--- config.mk ---
export PLATFORM = sky130hd
export DESIGN_NAME = kms_scanner
export DESIGN_NICKNAME = d
export VERILOG_FILES = /design/src/kms_pkg.sv /design/src/kms_debounce.sv /design/src/kms_scanner.sv
export VERILOG_INCLUDE_DIRS = /design/src /design/src/src
export SDC_FILE = /design/constraint.sdc
export NUM_CORES = 1
export LEC_CHECK = 0
export ABC_AREA = 1
export BUFFER_PORTS_ARGS = -buffer_cell sky130_fd_sc_hd__buf_2
export CAP_MARGIN = 20
export CORE_MARGIN = 4
export CORE_UTILIZATION = 30
export CTS_BUF_LIST = sky130_fd_sc_hd__clkbuf_8
export CTS_CLUSTER_DIAMETER = 100
export DETAILED_ROUTE_END_ITERATION = 16
export SLEW_MARGIN = 20
export SYNTH_ARGS = -nofsm -noshare
export SYNTH_HDL_FRONTEND = slang
export SYNTH_HIERARCHICAL = 1
export SYNTH_SLANG_ARGS = --single-unit
--- constraint.sdc ---
create_clock -name mclk_in -period 1.89 [get_ports mclk_in]
set_clock_uncertainty 0.05 [all_clocks]
set_input_delay 0.378 -clock mclk_in [delete_from_list [all_inputs] [get_ports mclk_in]]
set_output_delay 0.378 -clock mclk_in [all_outputs]
set_load 0.01 [all_outputs]
--- src/kms_cfg.svh ---
`ifndef KMS_CFG_SVH
`define KMS_CFG_SVH

// matrix geometry
`define KMS_ROWS 8
`define KMS_COLS 6
// key codes run 0 .. rows*cols-1
`define KMS_CODE_COUNT 48
// column lines read all ones when no key is closed
`define KMS_COL_IDLE 6'h3F
// one-hot pattern of row 0 output enable
`define KMS_ROW0_OE 8'h01
`define KMS_ROW_NONE 8'h00

// system clock period
`define KMS_CLK_NS 10
// least time a row stays driven low
`define KMS_ROW_TIME_NS 100000
// least release time between two row pulses
`define KMS_GAP_TIME_NS 1000
// least times round up to whole cycles
`define KMS_ROW_CYC ((`KMS_ROW_TIME_NS + `KMS_CLK_NS - 1) / `KMS_CLK_NS)
`define KMS_GAP_CYC ((`KMS_GAP_TIME_NS + `KMS_CLK_NS - 1) / `KMS_CLK_NS)

// full matrix scans a change must stay stable before it is accepted
`define KMS_DEB_SCANS 4

`endif

--- src/kms_pkg.sv ---
package kms_pkg;

  // row scan sequencer states
  typedef enum logic [1:0] {
    KMS_ST_IDLE  = 2'b00,
    KMS_ST_DRIVE = 2'b01,
    KMS_ST_GAP   = 2'b10
  } kms_state_t;

  // one decoded key position
  typedef struct packed {
    logic valid;
    logic [2:0] row;
    logic [2:0] col;
  } kms_key_t;

endpackage

--- src/kms_debounce.sv ---
`timescale 1ns/1ps
// accepts a sampled word once it has been seen on n consecutive enables
module kms_debounce #(
  parameter int W = 7,
  parameter int N = 4
) (
  input wire logic mclk_in, // system clock
  input wire logic rst_in, // synchronous reset, active high
  input wire logic en_in, // one-cycle sample enable
  input wire logic [W-1:0] d_in, // raw sample
  output logic [W-1:0] q_out, // accepted value
  output logic q_vld_out // high once a first value was accepted
);

  localparam int CW = $clog2(N + 1);
  localparam logic [CW-1:0] N_C = CW'(N);

  logic [W-1:0] last_r, last_nxt; // most recent sample
  logic [CW-1:0] cnt_r, cnt_nxt; // run length of equal samples
  logic [W-1:0] q_r, q_nxt; // accepted value
  logic vld_r, vld_nxt; // first acceptance seen

  // next-state: count a run of equal samples, accept on the n-th
  always_comb begin
    last_nxt = last_r;
    cnt_nxt = cnt_r;
    q_nxt = q_r;
    vld_nxt = vld_r;
    if (en_in) begin
      if (d_in != last_r) begin
        // a change restarts the run, so bounce never gets through
        last_nxt = d_in;
        cnt_nxt = CW'(1);
      end else if (cnt_r < N_C) begin
        cnt_nxt = cnt_r + CW'(1);
      end
      if (cnt_nxt == N_C) begin
        q_nxt = last_nxt;
        vld_nxt = 1'b1;
      end
    end
  end

  // registers only
  always_ff @(posedge mclk_in) begin
    if (rst_in) begin
      last_r <= '0;
      cnt_r <= '0;
      q_r <= '0;
      vld_r <= 1'b0;
    end else begin
      last_r <= last_nxt;
      cnt_r <= cnt_nxt;
      q_r <= q_nxt;
      vld_r <= vld_nxt;
    end
  end

  assign q_out = q_r;
  assign q_vld_out = vld_r;

endmodule

--- src/kms_scanner.sv ---
`timescale 1ns/1ps
`include "kms_cfg.svh"

// Operation
// - drive one row at a time, in turn
// - sample all columns during each row pulse
// - high column is open, low is closed
// - key code from row and column index
// - rows tri-state, drive only low pulse
// - six columns by eight rows matrix
// - register knob steps from rotation pulses
// - report each push level change after the first accepted level as event
module kms_scanner #(
  parameter int ROW_CYC = `KMS_ROW_CYC, // cycles a row is driven
  parameter int GAP_CYC = `KMS_GAP_CYC, // cycles between row pulses
  parameter int DEB_SCANS = `KMS_DEB_SCANS // stable scans before accept
) (
  input wire logic mclk_in, // system clock, 100 MHz
  input wire logic rst_in, // synchronous reset, active high
  output logic [`KMS_ROWS-1:0] row_out, // row drive value, always low
  output logic [`KMS_ROWS-1:0] row_oe_out, // row output enable, high drives
  input wire logic [`KMS_COLS-1:0] col_in, // pulled-up column lines
  input wire logic knob_a_in, // knob rotation pulse a
  input wire logic knob_b_in, // knob rotation pulse b
  input wire logic knob_push_in, // knob push level
  input wire logic key_ack_in, // clears the key event flag
  output kms_pkg::kms_key_t key_out, // debounced key position
  output logic [5:0] key_code_out, // code row*6+col of debounced key
  output logic key_evt_out, // pulse: new key pressed
  output logic key_flag_out, // sticky key event flag
  output logic rot_step_out, // pulse: one rotation step
  output logic rot_dir_out, // step direction, 1 when a leads
  output logic push_level_out, // debounced push level
  output logic push_evt_out // pulse: push level changed
);

  localparam int CNTW = 16;
  localparam logic [CNTW-1:0] ROW_LAST = CNTW'(ROW_CYC - 1);
  localparam logic [CNTW-1:0] GAP_LAST = CNTW'(GAP_CYC - 1);
  localparam logic [2:0] ROW_MAX = 3'(`KMS_ROWS - 1);
  localparam logic [5:0] COL_N = 6'(`KMS_COLS);

  // input synchronisers, two flops per pin
  logic [`KMS_COLS-1:0] col_m_r, col_s_r; // column two-flop sync
  logic [2:0] knob_m_r, knob_s_r; // {push, b, a} two-flop sync

  // first flop feeds only the second; nothing else reads it
  always_ff @(posedge mclk_in) begin
    if (rst_in) begin
      col_m_r <= `KMS_COL_IDLE;
      col_s_r <= `KMS_COL_IDLE;
      knob_m_r <= 3'h0;
      knob_s_r <= 3'h0;
    end else begin
      col_m_r <= col_in;
      col_s_r <= col_m_r;
      knob_m_r <= {knob_push_in, knob_b_in, knob_a_in};
      knob_s_r <= knob_m_r;
    end
  end

  // row scan sequencer
  kms_pkg::kms_state_t st_r, st_nxt; // sequencer state
  logic [CNTW-1:0] cnt_r, cnt_nxt; // cycles within drive or gap
  logic [2:0] row_r, row_nxt; // row being scanned
  logic [`KMS_ROWS-1:0] oe_r, oe_nxt; // registered row enables
  kms_pkg::kms_key_t cand_r, cand_nxt; // first closed key this frame
  kms_pkg::kms_key_t frame_r, frame_nxt; // result of last whole frame
  logic frame_en_r, frame_en_nxt; // pulse: frame result ready
  logic samp_w; // column sample instant
  logic [2:0] low_col_w; // lowest column index read low

  // lowest-numbered low column wins when several keys share a row
  always_comb begin
    low_col_w = 3'h0;
    for (int i = `KMS_COLS - 1; i >= 0; i--) begin
      if (!col_s_r[i]) begin
        low_col_w = 3'(i);
      end
    end
  end

  // sample at the end of the pulse, so the two sync stages have settled
  assign samp_w = (st_r == kms_pkg::KMS_ST_DRIVE) && (cnt_r == ROW_LAST);

  // next-state of the scan
  always_comb begin
    st_nxt = st_r;
    cnt_nxt = cnt_r;
    row_nxt = row_r;
    cand_nxt = cand_r;
    frame_nxt = frame_r;
    frame_en_nxt = 1'b0;
    case (st_r)
      kms_pkg::KMS_ST_IDLE: begin
        // start a fresh frame at row 0
        st_nxt = kms_pkg::KMS_ST_DRIVE;
        cnt_nxt = '0;
        row_nxt = 3'h0;
        cand_nxt = '0;
      end
      kms_pkg::KMS_ST_DRIVE: begin
        if (samp_w) begin
          // any low column means a closed key on this row
          if (!cand_r.valid && (col_s_r != `KMS_COL_IDLE)) begin
            cand_nxt.valid = 1'b1;
            cand_nxt.row = row_r;
            cand_nxt.col = low_col_w;
          end
          st_nxt = kms_pkg::KMS_ST_GAP;
          cnt_nxt = '0;
        end else begin
          cnt_nxt = cnt_r + CNTW'(1);
        end
      end
      kms_pkg::KMS_ST_GAP: begin
        // release time lets the column pull-ups recover
        if (cnt_r == GAP_LAST) begin
          st_nxt = kms_pkg::KMS_ST_DRIVE;
          cnt_nxt = '0;
          if (row_r == ROW_MAX) begin
            row_nxt = 3'h0;
            frame_nxt = cand_r;
            frame_en_nxt = 1'b1;
            cand_nxt = '0;
          end else begin
            row_nxt = row_r + 3'h1;
          end
        end else begin
          cnt_nxt = cnt_r + CNTW'(1);
        end
      end
      default: begin
        st_nxt = kms_pkg::KMS_ST_IDLE;
      end
    endcase
    // only the scanned row is enabled, and only while driving
    if (st_nxt == kms_pkg::KMS_ST_DRIVE) begin
      oe_nxt = `KMS_ROW0_OE << row_nxt;
    end else begin
      oe_nxt = `KMS_ROW_NONE;
    end
  end

  // registers only
  always_ff @(posedge mclk_in) begin
    if (rst_in) begin
      st_r <= kms_pkg::KMS_ST_IDLE;
      cnt_r <= '0;
      row_r <= 3'h0;
      oe_r <= `KMS_ROW_NONE;
      cand_r <= '0;
      frame_r <= '0;
      frame_en_r <= 1'b0;
    end else begin
      st_r <= st_nxt;
      cnt_r <= cnt_nxt;
      row_r <= row_nxt;
      oe_r <= oe_nxt;
      cand_r <= cand_nxt;
      frame_r <= frame_nxt;
      frame_en_r <= frame_en_nxt;
    end
  end

  // rows only ever pull low; the wire floats high otherwise
  assign row_out = `KMS_ROW_NONE;
  assign row_oe_out = oe_r;

  // debouncers, one sample per frame
  kms_pkg::kms_key_t key_db_w; // accepted key of the matrix
  logic push_db_w; // accepted push level
  logic push_vld_w; // push level accepted at least once

  // one sample per full frame, so stability is counted in scans
  kms_debounce #(.W(7), .N(DEB_SCANS)) u_key_deb (
    .mclk_in(mclk_in),
    .rst_in(rst_in),
    .en_in(frame_en_r),
    .d_in(frame_r),
    .q_out(key_db_w),
    .q_vld_out()
  );

  kms_debounce #(.W(1), .N(DEB_SCANS)) u_push_deb (
    .mclk_in(mclk_in),
    .rst_in(rst_in),
    .en_in(frame_en_r),
    .d_in(knob_s_r[2]),
    .q_out(push_db_w),
    .q_vld_out(push_vld_w)
  );

  // events and knob decoding
  kms_pkg::kms_key_t key_r, key_nxt; // key output register
  logic [5:0] code_r, code_nxt; // key code output register
  logic kevt_r, kevt_nxt; // key event pulse
  logic kflag_r, kflag_nxt; // sticky key flag
  logic push_r, push_nxt; // push level output
  logic pseen_r, pseen_nxt; // first push level already taken
  logic pevt_r, pevt_nxt; // push event pulse
  logic qa_p_r, qa_p_nxt; // previous synced knob a
  logic step_r, step_nxt; // rotation step pulse
  logic dir_r, dir_nxt; // rotation direction

  // next-state of the user-facing outputs
  always_comb begin
    key_nxt = key_db_w;
    code_nxt = 6'h00;
    if (key_db_w.valid) begin
      code_nxt = 6'({3'h0, key_db_w.row} * COL_N) + {3'h0, key_db_w.col};
    end
    // event only on a newly pressed key, not on release
    kevt_nxt = key_db_w.valid && (key_db_w != key_r);
    // set wins over a clear that lands in the same cycle
    if (kevt_nxt) begin
      kflag_nxt = 1'b1;
    end else if (key_ack_in) begin
      kflag_nxt = 1'b0;
    end else begin
      kflag_nxt = kflag_r;
    end
    // the first accepted level is a baseline, not an event
    push_nxt = push_db_w;
    pseen_nxt = push_vld_w;
    pevt_nxt = pseen_r && (push_db_w != push_r);
    // a step on every edge of a; a^b tells which input leads
    qa_p_nxt = knob_s_r[0];
    step_nxt = knob_s_r[0] != qa_p_r;
    dir_nxt = dir_r;
    if (step_nxt) begin
      dir_nxt = knob_s_r[0] ^ knob_s_r[1];
    end
  end

  // registers only
  always_ff @(posedge mclk_in) begin
    if (rst_in) begin
      key_r <= '0;
      code_r <= 6'h00;
      kevt_r <= 1'b0;
      kflag_r <= 1'b0;
      push_r <= 1'b0;
      pseen_r <= 1'b0;
      pevt_r <= 1'b0;
      qa_p_r <= 1'b0;
      step_r <= 1'b0;
      dir_r <= 1'b0;
    end else begin
      key_r <= key_nxt;
      code_r <= code_nxt;
      kevt_r <= kevt_nxt;
      kflag_r <= kflag_nxt;
      push_r <= push_nxt;
      pseen_r <= pseen_nxt;
      pevt_r <= pevt_nxt;
      qa_p_r <= qa_p_nxt;
      step_r <= step_nxt;
      dir_r <= dir_nxt;
    end
  end

  assign key_out = key_r;
  assign key_code_out = code_r;
  assign key_evt_out = kevt_r;
  assign key_flag_out = kflag_r;
  assign push_level_out = push_r;
  assign push_evt_out = pevt_r;
  assign rot_step_out = step_r;
  assign rot_dir_out = dir_r;
endmodule

## Word level (Yosys, flattened, before mapping)

Cells that the tools add are included.
W data, S select, Z words.

- $lt $le $gt $ge: 2
- Bitwise operators: 5
- Equality and inequality tests: 18
- Reduce and logical (&&, ||, !) cells: 15
- Mux-type cells: 31
- Shifts and indexed selects: 1
- Multiply operators: 1
- Add/sub/neg operators: 5

Operator list:

| cell | count |
|---|---|
| $pmux W16 S3 | 1 |
| $mux W3 | 14 |
| $mux W7 | 5 |
| $mux W16 | 2 |
| $pmux W7 S3 | 1 |
| $add A16 B1 Y16 const B | 1 |
| $eq A16 B14 Y1 const B | 1 |
| $eq A16 B7 Y1 const B | 1 |
| $ne A7 B7 Y1 | 2 |
| $add A3 B1 Y3 const B | 3 |
| $eq A3 B3 Y1 const B | 3 |
| $shl A1 B3 Y8 const A | 1 |
| $add A6 B3 Y6 | 1 |
| $lt A3 B3 Y1 const B | 2 |
| $ne A2 B2 Y1 const B | 3 |
| $ne A6 B6 Y1 const B | 1 |
| $pmux W2 S3 | 1 |
| $pmux W3 S2 | 1 |
| $mul A3 B2 Y5 const B | 1 |
| $reduce_and A5 Y1 | 1 |
| $eq A2 B1 Y1 const B | 2 |
| $logic_and A1 B1 Y1 | 4 |
| $mux W1 | 4 |
| $mux W2 | 2 |
| other kinds (13) | 20 |

- Input bits: 12
- Word-level logic and storage cells: 112
- Register bits after elaboration: 106
- Output and inout bits: 35

## Longest topological paths before layout

Gate-level depths: netlist (run 1).

- Word-level depth: 9
- Gate-level depth with buffers: 13
- Depth with buffers taken out: 12

## Hierarchy

Netlist (run 1), hierarchy kept.

By module, submodules not included:

| module | sequential area each (µm²) | instances | cells an instance | area each (µm²) |
|---|---|---|---|---|
| kms_scanner | 1661.6 | 1 | 453 | 3528.4 |
| kms_debounce (u_key_deb) | 360.3 | 1 | 118 | 855.8 |
| kms_debounce (u_push_deb) | 120.1 | 1 | 44 | 330.3 |

## Least setup slack after synthesis (run 1)

Ideal clock, no wire load.

- Path kind: register to register
- Start point: register u_key_deb.q_r[4], in the netlist u_key_deb/q_out[4]
- End point: register code_r[4], in the netlist key_code_out[4]
- Clock period less this slack: 1740 ps
- Setup time: 70 ps
- Arrival: 1619 ps
- Path buffers: 0
- Path slack: 150 ps
- Required time: 1770 ps
- Stages on the path, launching flop included: 7
- Cells stage by stage: dfxtp_1 > ha_1 > fa_1 > nand3_1 > nand2_1 > or2_2 > a21oi_1

- Longest elaborated chain between the ends: 2

RTL lines:

| element | line | source |
|---|---|---|
| start: declaration | kms_debounce.sv:20 | `logic [W-1:0] q_r, q_nxt;` |
| start signal: assignment | kms_debounce.sv:54 | `q_r <= q_nxt;` |
| $mul A3 B2 Y5 | kms_scanner.sv:211 | `code_nxt = 6'({3'h0, key_db_w.row} * COL_N) + {3'h0, key_db_w.col};` |
| $add A6 B3 Y6 | kms_scanner.sv:211 |  |
| end signal: assignment | kms_scanner.sv:251 | `code_r <= code_nxt;` |
| end: declaration | kms_scanner.sv:196 | `logic [5:0] code_r, code_nxt;` |

No other way between the ends.
A chain may end at the register's enable or synchronous reset.

## Worst setup path in the final report (run 1)

Same ends and word-level chain as after synthesis.

==> results by group, run 1 <==
Status
  • Result of the run: completed

Worst setup path
  • Crit path arrival time: 2030 ps
  • Largest stage delay, worst path: 460 ps
  • Critical path cell sequence: ha_1 > fa_1 > nand3_1 > nand2_1 > or2_2 > a21oi_1
  • Category of the most critical setup path: flip-flop to flip-flop
  • Maximum fanout along the worst path: 4
  • Depth of the most critical reg-to-reg path: 6
  • Worst flop-to-flop path endpoint: key_code_out[4]
  • Flop2flop setup slack: 130 ps
  • Data required time of the worst path: 2150 ps
  • Crit path buf inv count: 0
  • Dominant delay contributor by cell family on the critical path: adder cells
  • Kind of start point of the critical path: flip-flop
  • Reg-to-reg critical path startpoint: u_key_deb/q_out[4]
  • Kind of end point of the critical path: flip-flop
  • Slowest cell on the critical path: fa_1

Route
  • Number of DRC markers after the initial detailed-route iteration: 163
  • Routed Wire Length: 8.47 mm
  • Mean routed wirelength per cell: 9.67 um
  • Post-DRT Antenna Nets: 0
  • Via density per instance: 4.15
  • Via count: 3634
  • Detailed Routing Iterations Pass 1: 5
  • DRC violations left: 0

Floorplan
  • Count of boundary I/O pins: 47
  • Core Area: 15300 um2
  • DIE AREA: 17700 um2
  • Width of the chip: 133 um
  • Vert. Die Dim: 133 um
  • Initial standard-cell utilization of the core: 0.307
  • Floorplan row count: 45

Timing
  • Worst Hold Slack: 125 ps
  • Final hold violation count: 0
  • Maximum clock rate: 0.568 GHz
  • Final worst path period share: 0.932
  • Setup repair after global routing missed its margin: no
  • Final Critical Period: 1760 ps
  • Final number of max-transition violations: 0
  • Total negative slack: 0 ps
  • Number of failing setup endpoints in the final timing report: 0

Hold path
  • Classification of the worst-slack hold path: primary input to flip-flop
  • Worst-case hold path end point: col_m_r[2]
  • Hold Startpoint: col_in[2]
  • Hold Path Cell Cnt: 2

Global route
  • Combined global-route utilization of all metal layers: 0.101
  • First-pass GRT wire length: 14.9 mm
  • Pin count of the biggest net entering global routing: 26
  • GRT Residual Overflow: 0
  • Via count of the first global-routing pass: 3398
  • Number of antenna violations at the first check in global routing: 0

CTS
  • CTS Hold Bufs: 0
  • CTS buffer count: 9
  • Sink Count: 106
  • Clock slew seen by the registers of the worst setup and hold paths: 100 ps
  • Setup Buffers After CTS: 0
  • Max Buffers Root-to-Sink: 2
  • Clk Latency, worst-skew pair: 380 ps
  • Clock tree from TritonCTS: yes
  • H-tree levels: 3
  • Clock Root Buffer: clkbuf_8

Place
  • Quantity of I/O buffers inserted on ports: 38
  • DP Area: 5140 um2
  • Half-perimeter wire length of the detailed placement result: 6.32 mm
  • Final weighted congestion of routability-driven global placement: 0.808

Synthesis
  • Total number of yosys warnings: 6
  • Post-synthesis area per instance: 7.66 um2
  • Cell area after technology mapping: 4690 um2
  • Number of cells produced by synthesis: 612

Power
  • Final Total Pwr: 0.00386 W
  • Leak: 2.39 nW
  • VDD IR max: 334 uV
  • Cell Pwr Density: 722 nW/um2

Job
  • Max-cap violation count: 0

Layout
  • Number of nets in the layout: 690
  • Post-synthesis to final-layout area growth: 14.1%
  • Ant. Diodes: 0
  • Fraction of final layout cells with drive strength greater than 1: 0.176
  • Utilization after layout: 0.351
  • Final non-filler cell area: 5350 um2
==> worst register-to-register path, cell delays in order (launching register included) <==
cell,delay (ps)
dfxtp_1,420
ha_1,210
fa_1,460
nand3_1,110
nand2_1,60
or2_2,290
a21oi_1,110
==> cell type report <==
type	count	area, um2
flip-flops and latches	106	2120
clock buffers	9	124
repair buffers	50	280
inverters	81	305
clock inverters	7	68.8
fillers	1625	9910
multi-input cells	412	2180
well taps	211	264
==> power breakdown <==
group / total, W / switching, W / internal (W)
clock network: 0.00137 / 0.000848 / 0.000521
registers: 0.00228 / 0.0000149 / 0.00227
logic: 0.000215 / 0.000142 / 0.0000730
total: 0.00386 / 0.00101 / 0.00286
==> how the worst max path moves through the flow <==
stage | start | to | slack [ps] | cells past startpoint
after floorplan | u_key_deb/q_out[4] | key_code_out[4] | 150 | 6
after global placement | cnt_r[0] | cnt_r[15] | 100 | 12
after detailed placement | cnt_r[0] | cnt_r[15] | 80 | 12
after CTS | cnt_r[0] | cnt_r[0] | 60 | 12
after global routing | u_key_deb/q_out[4] | key_code_out[4] | 9 | 6
final | u_key_deb/q_out[4] | key_code_out[4] | 130 | 6
==> layout by cell type (no fill, tap or decap), types with 2 or more instances in the layout <==
cell type   count
nor2_1        109
dfxtp_1       106
nand2_1       104
inv_1          74
buf_2          38
o21ai_0        34
a21oi_1        29
nand3_1        23
or2_2          15
ha_1           15
buf_4          12
nor2_4          9
xor2_1          9
clkbuf_8        9
conb_1          8
nand2_2         7
nand4_1         7
xnor2_1         7
nor3_1          7
inv_2           5
nand3_2         4
inv_8           4
nor2_2          3
nand2_4         2
and3_1          2
o2111ai_1       2
o211ai_1        2
fa_1            2
clkinvlp_4      2
==> stage by stage <==
step	setup slack, ps	cells
floorplan	150	619
global placement	95.3	860
detailed placement	81.9	860
CTS	61.3	876
global route	8.77	876
finish	128	876
==> flip-flops by register name, indices dropped and copies added, names as in the netlist, 2 cells and up <==
name / flops
u_key_deb/last_r: 7
st_r: 2
u_key_deb/q_out: 7
u_push_deb/cnt_r: 3
key_out: 7
u_key_deb/cnt_r: 3
knob_s_r: 3
row_oe_out: 8
knob_m_r: 3
col_s_r: 6
col_m_r: 6
cnt_r: 16
frame_r: 7
cand_r: 7
key_code_out: 6
row_r: 3
==> metal layers <==
metal | vias up | GRT usage | part of all wire
met5 | - | 0 | 0
li1 | 1990 | - | -
met2 | 64 | 0.157 | 0.43
met4 | 0 | 0.0398 | 0.015
met3 | 9 | 0.0316 | 0.048
met1 | 1571 | 0.129 | 0.51
==> what timing repair did <==
item	CTS	global route
setup endpoints to repair	0	28
gates resized for setup	0	5
endpoints found under the hold margin	0	0
Power figures use the tool's default switching activity.
==> inputs of run 2 (changes only) <==
SETUP_SLACK_MARGIN = 0.3   (was default)
==> run 2 against run 1 <==
First-iteration DRC count rose by 30%; clock power is 7% lower; routed wire length grew 13%; worst setup slack better by 98 ps; flip-flop and latch count stayed put; non-clock buffer count up 23; critical path type unchanged.
==> results by group, run 2 (synthesis gave the netlist of run 1 again) <==
Power
  • Cell Pwr Density: 631 nW/um2 (-13%)
  • Leak: 2.58 nW (+8.0%)
  • VDD IR max: 326 uV (-2.4%)

Worst setup path
  • Kind of start point of the critical path: flip-flop
  • Origin of the worst setup path: cnt_r[0]
  • Kind of end point of the critical path: flip-flop
  • Maximum fanout along the worst path: 7 (+3)
  • Data required time of the worst path: 2140 ps (about the same)
  • Reg-to-reg critical path startpoint: cnt_r[0]
  • Worst flop-to-flop path endpoint: cand_r[6]
  • Crit path arrival time: 1920 ps (-110 ps)
  • Flop2flop setup slack: 230 ps (+100 ps)
  • Depth of the most critical reg-to-reg path: 11 (+5)
  • Worst setup endpoint: cand_r[6]
  • Category of the most critical setup path: flip-flop to flip-flop

Timing
  • Number of failing setup endpoints in the final timing report: 0 (unchanged)
  • Worst Hold Slack: 132 ps (+6.94 ps)
  • Worst-margin pin slew: 611 ps
  • Maximum clock rate: 0.601 GHz (+5.9%)
  • Total negative slack: 0 ps (unchanged)
  • Final Critical Period: 1660 ps (-97.9 ps)
  • Final number of max-transition violations: 0 (unchanged)
  • Final worst path period share: 0.880 (-0.0518)
  • Final hold violation count: 0 (unchanged)
  • Relative slew slack: 0.592
  • Setup repair after global routing missed its margin: yes

CTS
  • CTS Hold Bufs: 0 (unchanged)
  • Clock tree from TritonCTS: yes
  • Sink Count: 106 (unchanged)
  • Clock slew seen by the registers of the worst setup and hold paths: 90 ps (about the same)
  • Max Buffers Root-to-Sink: 2 (unchanged)
  • Clk Latency, worst-skew pair: 370 ps (about the same)
  • H-tree levels: 3 (unchanged)
  • CTS buffer count: 9 (unchanged)
  • Clock Root Buffer: clkbuf_8

Layout
  • Most frequent cells in the layout: nor2_1 (87), nand2_1 (85), dfxtp_1 (81), inv_1 (63), buf_2 (38)
  • Ant. Diodes: 0 (unchanged)
  • Fraction of final layout cells with drive strength greater than 1: 0.376 (+0.200)
  • Post-synthesis to final-layout area growth: 30.0%
  • Final non-filler cell area: 6090 um2 (+14%)
  • Largest register FFs: 16 (unchanged)
  • Number of nets in the layout: 715 (+3.6%)
  • Utilization after layout: 0.399 (+0.0486)
  • Largest register by flop count: cnt_r
  • Leading cell type in the layout, fill and taps excluded: nor2_1

Hold path
  • Hold Startpoint: col_in[4]
  • Classification of the worst-slack hold path: primary input to flip-flop

Place
  • Quantity of I/O buffers inserted on ports: 38 (unchanged)
  • DP Area: 5160 um2 (+0.44%)
  • Final weighted congestion of routability-driven global placement: 0.805 (-0.32%)
  • Half-perimeter wire length of the detailed placement result: 6.49 mm (+2.8%)

Floorplan
  • Vert. Die Dim: 133 um (unchanged)
  • Count of boundary I/O pins: 47 (unchanged)
  • Floorplan row count: 45 (unchanged)
  • Core Area: 15300 um2 (unchanged)
  • DIE AREA: 17700 um2 (unchanged)
  • Width of the chip: 133 um (unchanged)
  • Initial standard-cell utilization of the core: 0.307 (unchanged)

Global route
  • Combined global-route utilization of all metal layers: 0.106 (+0.00510)
  • Pin count of the biggest net entering global routing: 28 (+7.7%)
  • GRT Residual Overflow: 0 (unchanged)
  • Via count of the first global-routing pass: 3521 (+3.6%)
  • First-pass GRT wire length: 15.8 mm (+5.5%)
  • Number of antenna violations at the first check in global routing: 0 (unchanged)

Route
  • DRC violations left: 0 (unchanged)
  • Mean routed wirelength per cell: 10.7 um (+10%)
  • Detailed Routing Iterations Pass 1: 4 (-1)
  • Post-DRT Antenna Nets: 0 (unchanged)
  • Via density per instance: 4.32 (+4.2%)
  • Routed Wire Length: 9.61 mm (+13%)
  • Via count: 3889 (+7.0%)
  • Number of DRC markers after the initial detailed-route iteration: 212 (+30%)

Status
  • Result of the run: completed

Job
  • Max-cap violation count: 0 (unchanged)
run 2: cell types whose count changed in the layout (fill, tap and decap cells not counted), sizes merged:
cell	change
buf	+23
clkinv	+4
inv	-4
nand2	+2
clkinvlp	-1
run 2: power by group:
part | internal (W) | switching (W) | total, W
registers | 0.00226 | 0.0000171 | 0.00227
logic | 0.000102 | 0.000194 | 0.000296
clock network | 0.000490 | 0.000780 | 0.00127
run 2: worst min-delay path by stage:
stage	endpoint	slack (ps)	depth (start not counted)
after floorplan	knob_s_r[0]	340	2
after global placement	col_s_r[1]	340	1
after detailed placement	col_s_r[0]	340	1
after CTS	col_m_r[4]	110	2
after global routing	col_m_r[2]	110	2
final	col_m_r[4]	130	2
run 2: worst max-delay path, cell delays in order (launching register included):
cell     delay, ps
dfxtp_2        360
ha_4           160
nand2_4         60
inv_2           80
nand2_2         50
nor2_2         110
nand2_2         90
nand2_4         90
nand2_4         80
nor2_4         240
nand2_2         80
a21oi_2        130
run 2: final cells by class:
class	instances	area [um2]
Fill cell	1513	9170
Multi-Input combinational cell	414	2700
Sequential cell	106	2170
Timing Repair Buffer	73	469
Inverter	81	312
Tap cell	211	264
Clock buffer	9	124
Clock inverter	6	51.3
run 2: per-stage QoR:
stage                     total power (W)  setup WS, ps  instances
after global placement            0.00255           115        860
final                             0.00384           226        900
after detailed placement          0.00255          76.8        860
after floorplan                   0.00249           268        619
after CTS                         0.00385           248        881
after global routing              0.00403           145        900
run 2: timing repair:
item                       4_1_cts  5_1_grt
buffers inserted                 4       19
setup endpoints to repair       39       51
gates cloned                     2        0
resized for setup               22      141
pin swaps                        8       52
run 2: per-layer routing:
| metal | part of all wire | GRT usage |
|---|---|---|
| met1 | 0.47 | 0.135 |
| met2 | 0.46 | 0.170 |
| met3 | 0.047 | 0.0335 |
| met4 | 0.017 | 0.0329 |
| met5 | 0 | 0 |
==> inputs of run 3 (changes only) <==
SYNTH_HIERARCHICAL = default   (was 1)
==> run 3 against run 2 <==
Clock power grew 8%; synthesized area grew 1.2%; largest cell class unchanged; highest routed layer unchanged; critical path type unchanged; total power grew 2.2%; via count down 4.4%; first-iteration DRC count down 33%; flip-flop and latch count is the same; count of clock-buffer cells in the layout did not move; routed wire length down 4.1%.
==> results by group, run 3 <==
Route
  • Number of DRC markers after the initial detailed-route iteration: 141 (-33%)
  • Post-DRT Antenna Nets: 0 (unchanged)
  • DRC violations left: 0 (unchanged)
  • Detailed Routing Iterations Pass 1: 4 (unchanged)
  • Via count: 3717 (-4.4%)
  • Routed Wire Length: 9.22 mm (-4.1%)
  • Mean routed wirelength per cell: 10.6 um (-0.66%)
  • Via density per instance: 4.28 (-1.0%)

Power
  • Leak: 2.43 nW (-5.9%)
  • VDD IR max: 463 uV (+42%)
  • Final Total Pwr: 0.00393 W (+2.2%)
  • Cell Pwr Density: 675 nW/um2 (+7.0%)

Floorplan
  • Width of the chip: 134 um (+0.55%)
  • Floorplan row count: 45 (unchanged)
  • Vert. Die Dim: 134 um (+0.55%)
  • Count of boundary I/O pins: 47 (unchanged)
  • Core Area: 15400 um2 (+0.74%)
  • DIE AREA: 17900 um2 (+1.1%)
  • Initial standard-cell utilization of the core: 0.309 (+0.00133)

Worst setup path
  • Slowest cell on the critical path: dfxtp_2
  • Dominant delay contributor by cell family on the critical path: simple AND/OR/NAND/NOR gates
  • Crit path arrival time: 1860 ps (-60 ps)
  • Depth of the most critical reg-to-reg path: 12 (+1)
  • Largest stage delay, worst path: 350 ps (about the same)
  • Crit path buf inv count: 1 (unchanged)
  • Worst flop-to-flop path endpoint: row_oe_out[2]
  • Maximum fanout along the worst path: 4 (-3)
  • Critical path cell sequence: ha_4 > nand2_4 > inv_2 > nand2_1 > nor2_1 > nand2_1 > nand2_2 > nand2_2 > nand2_2 > nor2_4 > nand3_4 > nor2_2
  • Kind of start point of the critical path: flip-flop
  • Kind of end point of the critical path: flip-flop
  • Data required time of the worst path: 2160 ps (+20 ps)
  • Flop2flop setup slack: 300 ps (+70 ps)
  • Category of the most critical setup path: flip-flop to flip-flop
  • Reg-to-reg critical path startpoint: cnt_r[1]
  • Top cell by count, worst path: nand2_2

Hold path
  • Hold Path Cell Cnt: 2 (unchanged)
  • Worst-case hold path end point: col_m_r[0]
  • Hold Startpoint: col_in[0]
  • Classification of the worst-slack hold path: primary input to flip-flop

Layout
  • Number of nets in the layout: 683 (-4.5%)
  • Utilization after layout: 0.379 (-0.0206)
  • Register cell area after layout: 2160 um2 (-0.40%)
  • Leading cell type in the layout, fill and taps excluded: dfxtp_1
  • Multi-input combinational cell area: 2610 um2 (-3.4%)
  • Largest register by flop count: cnt_r
  • Ant. Diodes: 0 (unchanged)
  • Most frequent cells in the layout: dfxtp_1 (84), nor2_1 (82), nand2_1 (78), inv_1 (56), buf_2 (38)
  • Post-synthesis to final-layout area growth: 22.7%
  • Filler Cell Count: 1587 (+4.9%)
  • Largest register FFs: 16 (unchanged)
  • Fraction of final layout cells with drive strength greater than 1: 0.339 (-0.0370)

Timing
  • Maximum clock rate: 0.629 GHz (+4.7%)
  • Relative slew slack: 0.619 (+0.0265)
  • Final worst path period share: 0.841 (-0.0397)
  • Number of failing setup endpoints in the final timing report: 0 (unchanged)
  • Final number of max-transition violations: 0 (unchanged)
  • Final hold violation count: 0 (unchanged)
  • Worst-margin pin slew: 571 ps (-39.7 ps)
  • Total negative slack: 0 ps (unchanged)
  • Setup repair after global routing missed its margin: yes
  • Final Critical Period: 1590 ps (-75.0 ps)

Synthesis
  • Post-synthesis area per instance: 7.85 um2 (+2.5%)
  • Library cell with the highest instance count after synthesis: dfxtp_1
  • Most used flip-flop cell after synthesis: dfxtp_1
  • Area contributors post-synth: dfxtp_1 (45%), nand2_1 (7.8%), nor2_1 (7.8%)
  • Number of distinct standard cells referenced by the synthesized netlist: 41
  • Async set-reset flop share out of synthesis: 0
  • Number of cells produced by synthesis: 604 (-1.3%)
  • Largest area contributor in the netlist: dfxtp_1
  • Top-area cell type share of the netlist area: 0.447
  • Ranking of synthesized cells by instance count: dfxtp_1 (106), nand2_1 (99), nor2_1 (98), inv_1 (63), nand3_1 (35)
  • Post-synthesis sequential element count: 106
  • Total number of yosys warnings: 0 (-6)
  • Number of flops mapped to enable cells by yosys: 0
  • Cell area after technology mapping: 4740 um2 (+1.2%)
  • Post-synthesis sequential area ratio: 0.447

CTS
  • H-tree levels: 3 (unchanged)
  • CTS buffer count: 9 (unchanged)
  • Clk Latency, worst-skew pair: 380 ps (about the same)
  • Clock slew seen by the registers of the worst setup and hold paths: 110 ps (+20 ps)
  • Clock tree from TritonCTS: yes
  • Sink Count: 106 (unchanged)
  • Clock Root Buffer: clkbuf_8
  • Max Buffers Root-to-Sink: 2 (unchanged)

Global route
  • Via count of the first global-routing pass: 3384 (-3.9%)
  • Pin count of the biggest net entering global routing: 51 (+82%)
  • Combined global-route utilization of all metal layers: 0.103 (-0.00279)
  • GRT Residual Overflow: 0 (unchanged)
  • Number of antenna violations at the first check in global routing: 0 (unchanged)
  • First-pass GRT wire length: 15.2 mm (-3.4%)

Place
  • Quantity of I/O buffers inserted on ports: 38 (unchanged)
  • Half-perimeter wire length of the detailed placement result: 6.33 mm (-2.5%)
  • Final weighted congestion of routability-driven global placement: 0.797 (-1.0%)

Job
  • Max-cap violation count: 0 (unchanged)

Status
  • Result of the run: completed
[run 3: report_power, final]
group / internal (W) / switching, W
Combinational: 0.0000949 / 0.000185
Clock: 0.000515 / 0.000855
Sequential: 0.00226 / 0.0000150
[run 3: per-stage QoR]
stage,cells,hold WS (ps),worst slack (ps),cell area (um2)
after floorplan,611,338,267,4770
after global placement,843,342,164,5140
after detailed placement,843,345,153,5140
after CTS,865,83.5,244,5470
after global routing,869,84.3,154,5820
final,869,116,301,5820
[run 3: timing repair]
action	4_1_cts	5_1_grt
pin swaps	4	23
endpoints found under the setup margin	41	51
resized for setup	21	106
buffers inserted	5	4
hold buffers	0	0
cloned	1	0
[run 3: kinds of logic after synthesis]
kind of cell	count (synthesis)	share of synthesized area
fa+ha+maj	18	0.0507
compound gates	71	0.0897
other cells	1	0.000791
flops	106	0.447
simple gates	295	0.290
xor+xnor	19	0.0351
buf+inv	94	0.0865
[run 3: worst max-delay path by stage]
stage / start / cells past startpoint / slack, ps / end
after global routing: cnt_r[1] / 10 / 150 / row_oe_out[2]
after global placement: u_key_deb.q_out[3] / 6 / 160 / key_code_out[4]
after floorplan: u_key_deb.q_out[3] / 6 / 270 / key_code_out[4]
after detailed placement: cnt_r[0] / 12 / 150 / cnt_r[2]
after CTS: u_key_deb.q_out[3] / 6 / 240 / key_code_out[4]
final: cnt_r[1] / 12 / 300 / row_oe_out[2]
[run 3: metal layers]
| metal | wire length (um) | vias to the layer above | global-route usage |
|---|---|---|---|
| li1 | - | 1994 | - |
| met1 | 4400 | 1662 | 0.126 |
| met2 | 4260 | 51 | 0.169 |
| met3 | 412 | 10 | 0.0332 |
| met4 | 147 | 0 | 0.0371 |
| met5 | 0 | - | 0 |
[run 3: cell type report]
cell class | count | area share
Multi-Input combinational cell | 412 | 0.449
Inverter | 71 | 0.0469
Clock buffer | 9 | 0.0213
Clock inverter | 7 | 0.0120
Timing Repair Buffer | 53 | 0.0548
Sequential cell | 106 | 0.371
Tap cell | 211 | 0.0454
[run 3: worst register-to-register path: cells and delay by family (launching register included)]
family,cells,cell delay (ps)
adders and majority gates,1,170
buffers and inverters,1,40
DFF,1,350
and+or+nand+nor,10,920
